[src/core/fast_io_pkg.sv]
// Constants, field layouts and types of the fast local-bus I/O port.
// Assumes a 32-bit local bus with byte offsets inside the port's window.
package fast_io_pkg;
    localparam int unsigned PORT_WIDTH = 16;
    localparam int unsigned BUS_WIDTH = 32;
    localparam int unsigned ADDR_WIDTH = 8;
    localparam int unsigned LANE_WIDTH = 8;
    localparam int unsigned PORT_LANES = 2;

    localparam logic [7:0] OFS_DIR = 8'h00;
    localparam logic [7:0] OFS_DATA = 8'h04;
    localparam logic [7:0] OFS_ENABLE = 8'h08;
    localparam logic [7:0] OFS_CLEAR = 8'h0c;
    localparam logic [7:0] OFS_SET = 8'h10;
    localparam logic [7:0] OFS_TOGGLE = 8'h14;

    localparam logic [15:0] DIR_RESET = 16'h0000;
    localparam logic [15:0] DATA_RESET = 16'h0000;
    localparam logic [15:0] ENABLE_RESET = 16'h0000;
    localparam logic [15:0] UPPER_ZERO = 16'h0000;

    typedef enum logic [1:0] {
        SIZE_BYTE = 2'b00,
        SIZE_WORD = 2'b01,
        SIZE_LONG = 2'b10,
        SIZE_NONE = 2'b11
    } access_size_t;

    typedef enum logic [1:0] {
        MERGE_STORE = 2'b00,
        MERGE_SET = 2'b01,
        MERGE_CLEAR = 2'b10,
        MERGE_TOGGLE = 2'b11
    } merge_op_t;
endpackage

[src/core/fast_io_merge_if.sv]
// Carrier between the port top and its bit-merge unit.
// Assumes both ends sit on the same clock; the unit is purely combinational.
`timescale 1ns/1ps
`default_nettype none
interface fast_io_merge_if;
    import fast_io_pkg::*;
    merge_op_t op;
    logic [PORT_WIDTH-1:0] lane_mask;
    logic [PORT_WIDTH-1:0] wdata;
    logic [PORT_WIDTH-1:0] current;
    logic [PORT_WIDTH-1:0] result;
    modport requester (output op, output lane_mask, output wdata, output current,
                       input result);
    modport merger (input op, input lane_mask, input wdata, input current,
                    output result);
endinterface
`default_nettype wire

[src/core/fast_io_merge.sv]
// Bit merge for plain, set, clear and toggle stores on one register.
// Assumes lane_mask already holds the byte lanes that the access reaches.
`timescale 1ns/1ps
`default_nettype none
module fast_io_merge (
    fast_io_merge_if.merger m
);
    import fast_io_pkg::*;
    wire [PORT_WIDTH-1:0] stored;
    wire [PORT_WIDTH-1:0] hit;
    wire [PORT_WIDTH-1:0] set_value;
    wire [PORT_WIDTH-1:0] clear_value;
    wire [PORT_WIDTH-1:0] toggle_value;

    assign stored = (m.wdata & m.lane_mask) | (m.current & ~m.lane_mask);
    // Ones outside the reached lanes must not act
    assign hit = m.wdata & m.lane_mask;
    assign set_value = m.current | hit;
    assign clear_value = m.current & ~hit;
    assign toggle_value = m.current ^ hit;
    assign m.result = (m.op == MERGE_SET) ? set_value :
                      (m.op == MERGE_CLEAR) ? clear_value :
                      (m.op == MERGE_TOGGLE) ? toggle_value : stored;
endmodule
`default_nettype wire

[src/core/local_bus_fast_gpio.sv]
// Sixteen-bit fast I/O port, a slave on the core's 32-bit local bus.
// Assumes pads arrive asynchronously and fixed_function_in comes from clk_in logic.
`timescale 1ns/1ps
`default_nettype none
// Summary of operation
// - Sixteen I/O bits served as a slave directly on the 32-bit local bus.
// - Byte, word and longword reads and writes are all accepted.
// - Every access completes in one data phase cycle, never a wait state.
// - Output data reached directly and through set, clear and toggle addresses.
// - One plain store to an alternate address updates bits, no read-modify-write.
// - Direction and pin enable are registers of their own, apart from data.
// - Pins whose function the mode fixes lose the general-purpose function from the next clock edge on.
module local_bus_fast_gpio #(
    parameter int unsigned WIDTH = fast_io_pkg::PORT_WIDTH
) (
    input wire logic clk_in,
    input wire logic nrst_in,
    input wire logic bus_sel_in,
    input wire logic bus_write_in,
    input wire logic [fast_io_pkg::ADDR_WIDTH-1:0] bus_addr_in,
    input wire fast_io_pkg::access_size_t bus_size_in,
    input wire logic [fast_io_pkg::BUS_WIDTH-1:0] bus_wdata_in,
    output logic [fast_io_pkg::BUS_WIDTH-1:0] bus_rdata_out,
    output logic bus_ack_out,
    input wire logic [WIDTH-1:0] pad_in,
    input wire logic [WIDTH-1:0] fixed_function_in,
    output logic [WIDTH-1:0] pad_out,
    output logic [WIDTH-1:0] pad_oe_out,
    output logic [WIDTH-1:0] pad_select_out
);
    import fast_io_pkg::*;

    logic [WIDTH-1:0] dir;
    logic [WIDTH-1:0] data;
    logic [WIDTH-1:0] enable;
    logic [WIDTH-1:0] pad_meta;
    logic [WIDTH-1:0] pad_sync;
    logic [WIDTH-1:0] oe;
    logic [WIDTH-1:0] select;
    logic [BUS_WIDTH-1:0] rdata;
    logic ack;

    fast_io_merge_if mif ();

    fast_io_merge u_merge (
        .m(mif.merger)
    );

    // Address decode
    wire [WIDTH-1:0] wdata_low;
    wire hit_dir;
    wire hit_data;
    wire hit_enable;
    wire hit_clear;
    wire hit_set;
    wire hit_toggle;
    wire hit_port;
    wire do_write;
    wire do_read;
    assign wdata_low = bus_wdata_in[WIDTH-1:0];
    assign hit_dir = bus_addr_in[7:2] == OFS_DIR[7:2];
    assign hit_data = bus_addr_in[7:2] == OFS_DATA[7:2];
    assign hit_enable = bus_addr_in[7:2] == OFS_ENABLE[7:2];
    assign hit_clear = bus_addr_in[7:2] == OFS_CLEAR[7:2];
    assign hit_set = bus_addr_in[7:2] == OFS_SET[7:2];
    assign hit_toggle = bus_addr_in[7:2] == OFS_TOGGLE[7:2];
    assign hit_port = hit_data | hit_clear | hit_set | hit_toggle;
    assign do_write = bus_sel_in & bus_write_in;
    assign do_read = bus_sel_in & ~bus_write_in;

    // Byte lanes reached; the port lives in lanes 0 and 1
    wire [PORT_LANES-1:0] lane_en;
    wire [WIDTH-1:0] lane_mask;
    assign lane_en[0] = (bus_size_in == SIZE_LONG) |
                        ((bus_size_in == SIZE_WORD) & ~bus_addr_in[1]) |
                        ((bus_size_in == SIZE_BYTE) & (bus_addr_in[1:0] == 2'b00));
    assign lane_en[1] = (bus_size_in == SIZE_LONG) |
                        ((bus_size_in == SIZE_WORD) & ~bus_addr_in[1]) |
                        ((bus_size_in == SIZE_BYTE) & (bus_addr_in[1:0] == 2'b01));
    genvar g;
    generate
        for (g = 0; g < WIDTH; g++) begin : g_lane
            assign lane_mask[g] = lane_en[g / LANE_WIDTH];
        end
    endgenerate

    // One register is written per cycle, so one merge unit serves all three
    assign mif.op = hit_set ? MERGE_SET :
                    hit_clear ? MERGE_CLEAR :
                    hit_toggle ? MERGE_TOGGLE : MERGE_STORE;
    assign mif.lane_mask = lane_mask;
    assign mif.wdata = wdata_low;
    assign mif.current = hit_dir ? dir : (hit_enable ? enable : data);

    wire [WIDTH-1:0] next_dir;
    wire [WIDTH-1:0] next_data;
    wire [WIDTH-1:0] next_enable;
    assign next_dir = (do_write & hit_dir) ? mif.result : dir;
    assign next_data = (do_write & hit_port) ? mif.result : data;
    // Fixed-function pins drop out of the enable every cycle, not only on writes
    assign next_enable = ((do_write & hit_enable) ? mif.result : enable) &
                         ~fixed_function_in;

    // Inputs read the pad, outputs read back the driven value
    wire [WIDTH-1:0] pin_value;
    wire [BUS_WIDTH-1:0] read_value;
    assign pin_value = (dir & data) | (~dir & pad_sync);
    assign read_value = hit_dir ? {UPPER_ZERO, dir} :
                        hit_enable ? {UPPER_ZERO, enable} :
                        hit_port ? {UPPER_ZERO, pin_value} : {BUS_WIDTH{1'b0}};

    always_ff @(posedge clk_in or negedge nrst_in) begin
        if (!nrst_in) begin
            pad_meta <= {WIDTH{1'b0}};
            pad_sync <= {WIDTH{1'b0}};
        end else begin
            pad_meta <= pad_in;
            pad_sync <= pad_meta;
        end
    end

    always_ff @(posedge clk_in or negedge nrst_in) begin
        if (!nrst_in) begin
            dir <= DIR_RESET;
            data <= DATA_RESET;
            enable <= ENABLE_RESET;
        end else begin
            dir <= next_dir;
            data <= next_data;
            enable <= next_enable;
        end
    end

    // Pad controls registered so the pins never see decode glitches
    always_ff @(posedge clk_in or negedge nrst_in) begin
        if (!nrst_in) begin
            oe <= {WIDTH{1'b0}};
            select <= {WIDTH{1'b0}};
        end else begin
            oe <= next_dir & next_enable;
            select <= next_enable;
        end
    end

    // Answer always in the next cycle: zero wait states
    always_ff @(posedge clk_in or negedge nrst_in) begin
        if (!nrst_in) begin
            ack <= 1'b0;
            rdata <= {BUS_WIDTH{1'b0}};
        end else begin
            ack <= bus_sel_in;
            rdata <= do_read ? read_value : {BUS_WIDTH{1'b0}};
        end
    end

    assign bus_ack_out = ack;
    assign bus_rdata_out = rdata;
    assign pad_out = data;
    assign pad_oe_out = oe;
    assign pad_select_out = select;

    wire long_write;
    assign long_write = do_write & (bus_size_in == SIZE_LONG);

    single_cycle_a: assert property (
        @(posedge clk_in) disable iff (!nrst_in)
        bus_sel_in |=> bus_ack_out)
        else $error("access not answered in the next cycle");

    no_stray_ack_a: assert property (
        @(posedge clk_in) disable iff (!nrst_in)
        !bus_sel_in |=> !bus_ack_out)
        else $error("answer without an access");

    direct_store_a: assert property (
        @(posedge clk_in) disable iff (!nrst_in)
        (long_write && hit_data) |=> (data == $past(wdata_low)))
        else $error("direct store did not land");

    set_bits_a: assert property (
        @(posedge clk_in) disable iff (!nrst_in)
        (long_write && hit_set) |=> (data == ($past(data) | $past(wdata_low))))
        else $error("set store wrong");

    clear_bits_a: assert property (
        @(posedge clk_in) disable iff (!nrst_in)
        (long_write && hit_clear) |=> (data == ($past(data) & ~$past(wdata_low))))
        else $error("clear store wrong");

    toggle_bits_a: assert property (
        @(posedge clk_in) disable iff (!nrst_in)
        (long_write && hit_toggle) |=> (data == ($past(data) ^ $past(wdata_low))))
        else $error("toggle store wrong");

    byte_lane_a: assert property (
        @(posedge clk_in) disable iff (!nrst_in)
        (do_write && hit_data && bus_size_in == SIZE_BYTE && bus_addr_in[1:0] == 2'b01)
        |=> (data[7:0] == $past(data[7:0])) && (data[15:8] == $past(wdata_low[15:8])))
        else $error("byte store touched the wrong lane");

    fixed_pin_a: assert property (
        @(posedge clk_in) disable iff (!nrst_in)
        1'b1 |=> ((enable & $past(fixed_function_in)) == {WIDTH{1'b0}}) &&
                 ((pad_select_out & $past(fixed_function_in)) == {WIDTH{1'b0}}))
        else $error("fixed-function pin taken as general purpose");

    drive_enable_a: assert property (
        @(posedge clk_in) disable iff (!nrst_in)
        pad_oe_out == (dir & enable))
        else $error("pad drive not from direction and enable");

    dir_readback_a: assert property (
        @(posedge clk_in) disable iff (!nrst_in)
        (do_read && hit_dir) |=> (bus_rdata_out == {UPPER_ZERO, $past(dir)}))
        else $error("direction read back wrong");

    no_lane_write_a: assert property (
        @(posedge clk_in) disable iff (!nrst_in)
        (do_write && bus_size_in == SIZE_NONE) |=> (data == $past(data)) && (dir == $past(dir)) &&
            (enable == ($past(enable) & ~$past(fixed_function_in))))
        else $error("write without lanes changed a register");
endmodule
`default_nettype wire

[config.mk]
export PLATFORM = sky130hd
export DESIGN_NAME = local_bus_fast_gpio
export DESIGN_NICKNAME = d
export VERILOG_FILES = /design/src/core/fast_io_pkg.sv /design/src/core/fast_io_merge_if.sv /design/src/core/fast_io_merge.sv /design/src/core/local_bus_fast_gpio.sv
export SDC_FILE = /design/constraint.sdc
export NUM_CORES = 1
export LEC_CHECK = 0
export BUFFER_PORTS_ARGS = -buffer_cell sky130_fd_sc_hd__buf_4
export CAP_MARGIN = 0
export CORE_MARGIN = 2
export CORE_UTILIZATION = 39
export CTS_CLUSTER_SIZE = 14
export DETAILED_ROUTE_END_ITERATION = 8
export PLACE_DENSITY = 0.71
export SYNTH_ARGS = -nofsm -noshare
export SYNTH_HDL_FRONTEND = slang
export SYNTH_SLANG_ARGS = --single-unit
[constraint.sdc]
create_clock -name clk_in -period 4.49 [get_ports clk_in]
set_input_delay 0.6735 -clock clk_in [delete_from_list [all_inputs] [get_ports clk_in]]
set_output_delay 0.6735 -clock clk_in [all_outputs]
set_load 0.01 [all_outputs]
==> results.txt <==
Post-layout nets - 840
R2R depth - 7
Deepest clock path buffer count - 2
Combinational family with the most area after synthesis - compound AO/OA/AOI/OAI gates
Avg Inst Size Synth - 9.98 um^2
Run status - completed
Critical R2R Launch - pad_select_out[15]$_DFF_PN0_
Filler Cells Inserted - 1384
Final WS setup - 1.60 ns
Hold Vio Cnt, Final - 0
Fin crit share - 64.3%
Crit path time final - 2.89 ns
Buf/Inv on CP - 2
Final HPWL DP - 11.1 mm
DRC Markers - 0
Vias in the first global route - 4880
Ports - 159
N_diodes - 0
Placer Congestion - 0.800
Worst flop-to-flop path endpoint - pad_oe_out[15]$_DFF_PN0_
Register area share after synthesis - 46.5%
Hold Path Class - in -> async
Cell count after placement - 899
Layout cells sized above 1 - 28.8%
CTS root buffer - clkbuf_16
Die span in y - 129 um
GRT overflow - 0
Yosys top cell area share - 46.5%
Number of synthesized flops with an enable pin - 0
Core ar. - 15200 um^2
Max incr delay on CP - 0.53 ns
RSZ-0062 raised after global routing - false
Worst Setup Start Kind - input port
Post-synth ARST share - 100%
Vias - 5000
Post-synthesis compound-gate area fraction - 24.0%
Met1 Track Usage GR - 26.9%
Reg-to-reg slack, setup - 2.40 ns
Clock-pin transition on the worst setup and hold timing paths - 0.05 ns
TritonCTS clock tree - done
First-pass GRT wire length - 26.3 mm
Crit-path cells - buf_4, or4_1, buf_4, nand2b_4, a21o_1, ha_1, a211oi_1, a22oi_1, a221oi_1
Worst-Skew Late Latency - 0.42 ns
Htree depth - 4
Clock Skew - 0.00786 ns
Final Max Tran Viols - 0
Post-CTS Hold Fix Bufs - 0
Crit path max fanout - 15
Power Density - 406 nW/um^2
Routed wire length per instance - 18.0 um
Largest delay share family, worst path - compound AO/OA/AOI/OAI gates
Setup repair bufs after CTS - 0
Max-slew headroom - 37.6%
Fmax - 346 MHz
Vias per cell - 5.37
Met2 Use GR - 34.8%
Mux share of post-synthesis cell area - 5.41%
Antenna-violating nets left - 0
Count leader, synth - dfrtp_1
Synthesized-area fraction occupied by adder cells - 6.58%
Synth top area cells - dfrtp_1 46%, ha_1 6.6%, a21oi_1 4.6%
Slowest stage cell, crit path - or4_1
Initial antenna violation count - 0
# resized after CTS - 0
WL final - 16.8 mm
PortBufs - 126
Setup TNS - 0 ns
Area of the die - 16600 um^2
Detailed Route Iter0 Violations - 302
Worst vdd ir - 304 uV
Synthesis Warnings - 0
Layout Cells excl Fill - 931
Site Rows - 45
Clock Sinks - 113
Synthesis-to-layout area growth - 27.2%
CP endpoint kind - flip-flop
Final setup fails - 0
Cts bufs inserted - 17
Top cell by count, worst path - buf_4
Crit path required time - 4.78 ns
Yosys reg bits - 113
Met3 usage - 5.36%
Area share of and/or/nand/nor cells after synthesis - 10.8%
DR pass1 iterations - 5
Ys flop type - dfrtp_1
Die W - 129 um
Post-synth cell types - 41
Worst-Margin Slew - 0.929 ns
Worst Path Arrival - 3.18 ns
Commonest cells in the synthesized netlist - 113 x dfrtp_1, 61 x nand2_1, 56 x a21oi_1, 50 x nor2_1, 32 x ha_1
WS Path Type - in -> reg
Layout Utilization - 50.9%
GRT Overall Usage - 21.1%
Post-Syn Instances - 610
Grt peak-use layer - met2
Largest net degree at the start of global routing - 54
Xor/xnor cell area share of the yosys netlist - 0%
Hold WS - 0.303 ns
Synthesized cell area - 6090 um^2
Dpl ws - 1.23 ns
Lkg Pwr - 3.68 nW
Max-cap viol count - 0
Synth area leader - dfrtp_1
Starting density of the core - 40.0%
==> sequential cells by signal, summed over array words and instances (netlist names) <==
signal,cells
bus_rdata_out,16
pad_sync,16
pad_oe_out,16
bus_ack_out,1
dir,16
pad_out,16
pad_meta,16
pad_select_out,16
==> power by group <==
part	internal [mW]	switching (mW)
Combinational	0.279	0.326
Sequential	1.09	0.0752
Clock	0.897	0.472
Total	2.27	0.873
==> placed cells by master (no fill, tap or decap), types with 3 or more instances in the layout <==
master       n
a311oi_1     7
clkbuf_1     3
a211oi_1    16
nand2b_1     3
mux2i_1     16
ha_1        32
a22oi_1      8
conb_1      16
a21oi_1     56
o21ai_1     18
bufinv_16    3
clkinv_2     4
clkbuf_16   17
inv_1       17
nor2_1      49
a221oi_1    28
mux2_2      15
nand2_1     61
o21ai_2      5
o21ai_0     20
nor3_1      15
a221oi_2     4
or2_2        8
o21a_1      17
buf_4      142
dfrtp_1    113
a21o_1      25
==> layer usage <==
metal | routed length [um] | vias up
li1 | - | 2409
met1 | 7210 | 2398
met5 | 0 | -
met3 | 951 | 24
met4 | 305 | 0
met2 | 8300 | 169
==> how the worst max path moves through the flow <==
stage / to / startpoint / cells past startpoint
after floorplan: pad_oe_out[4]$_DFF_PN0_ / bus_addr_in[5] / 9
final: pad_oe_out[15]$_DFF_PN0_ / bus_addr_in[4] / 9
after CTS: pad_oe_out[15]$_DFF_PN0_ / bus_addr_in[4] / 9
after global placement: pad_oe_out[8]$_DFF_PN0_ / bus_addr_in[4] / 9
after detailed placement: pad_oe_out[15]$_DFF_PN0_ / bus_addr_in[4] / 9
after global routing: pad_oe_out[15]$_DFF_PN0_ / bus_addr_in[4] / 9
==> layout make-up <==
class	instances	area, um^2	share of cell area, %
Tap cell	188	235	3.04
Timing Repair Buffer	142	1070	13.8
Clock buffer	22	464	6.00
Inverter	17	63.8	0.824
Clock inverter	10	134	1.73
Multi-Input combinational cell	439	2950	38.1
Sequential cell	113	2830	36.5
==> metrics by stage <==
| step | power, mW | instance area, um^2 |
|---|---|---|
| final | 3.14 | 7740 |
| after global routing | 3.30 | 7740 |
| after CTS | 3.16 | 7740 |
| after detailed placement | 1.78 | 7140 |
| after global placement | 1.77 | 7140 |
| after floorplan | 1.55 | 6140 |
==> kinds of logic after synthesis <==
family | Yosys count
AO/OA/AOI/OAI | 212
AND/OR/NAND/NOR | 148
flip-flops | 113
buffers and inverters | 73
adder cells (fa/ha/maj) | 32
multiplexers | 31
other | 1
Note: power is estimated with default switching activity, not from simulation.
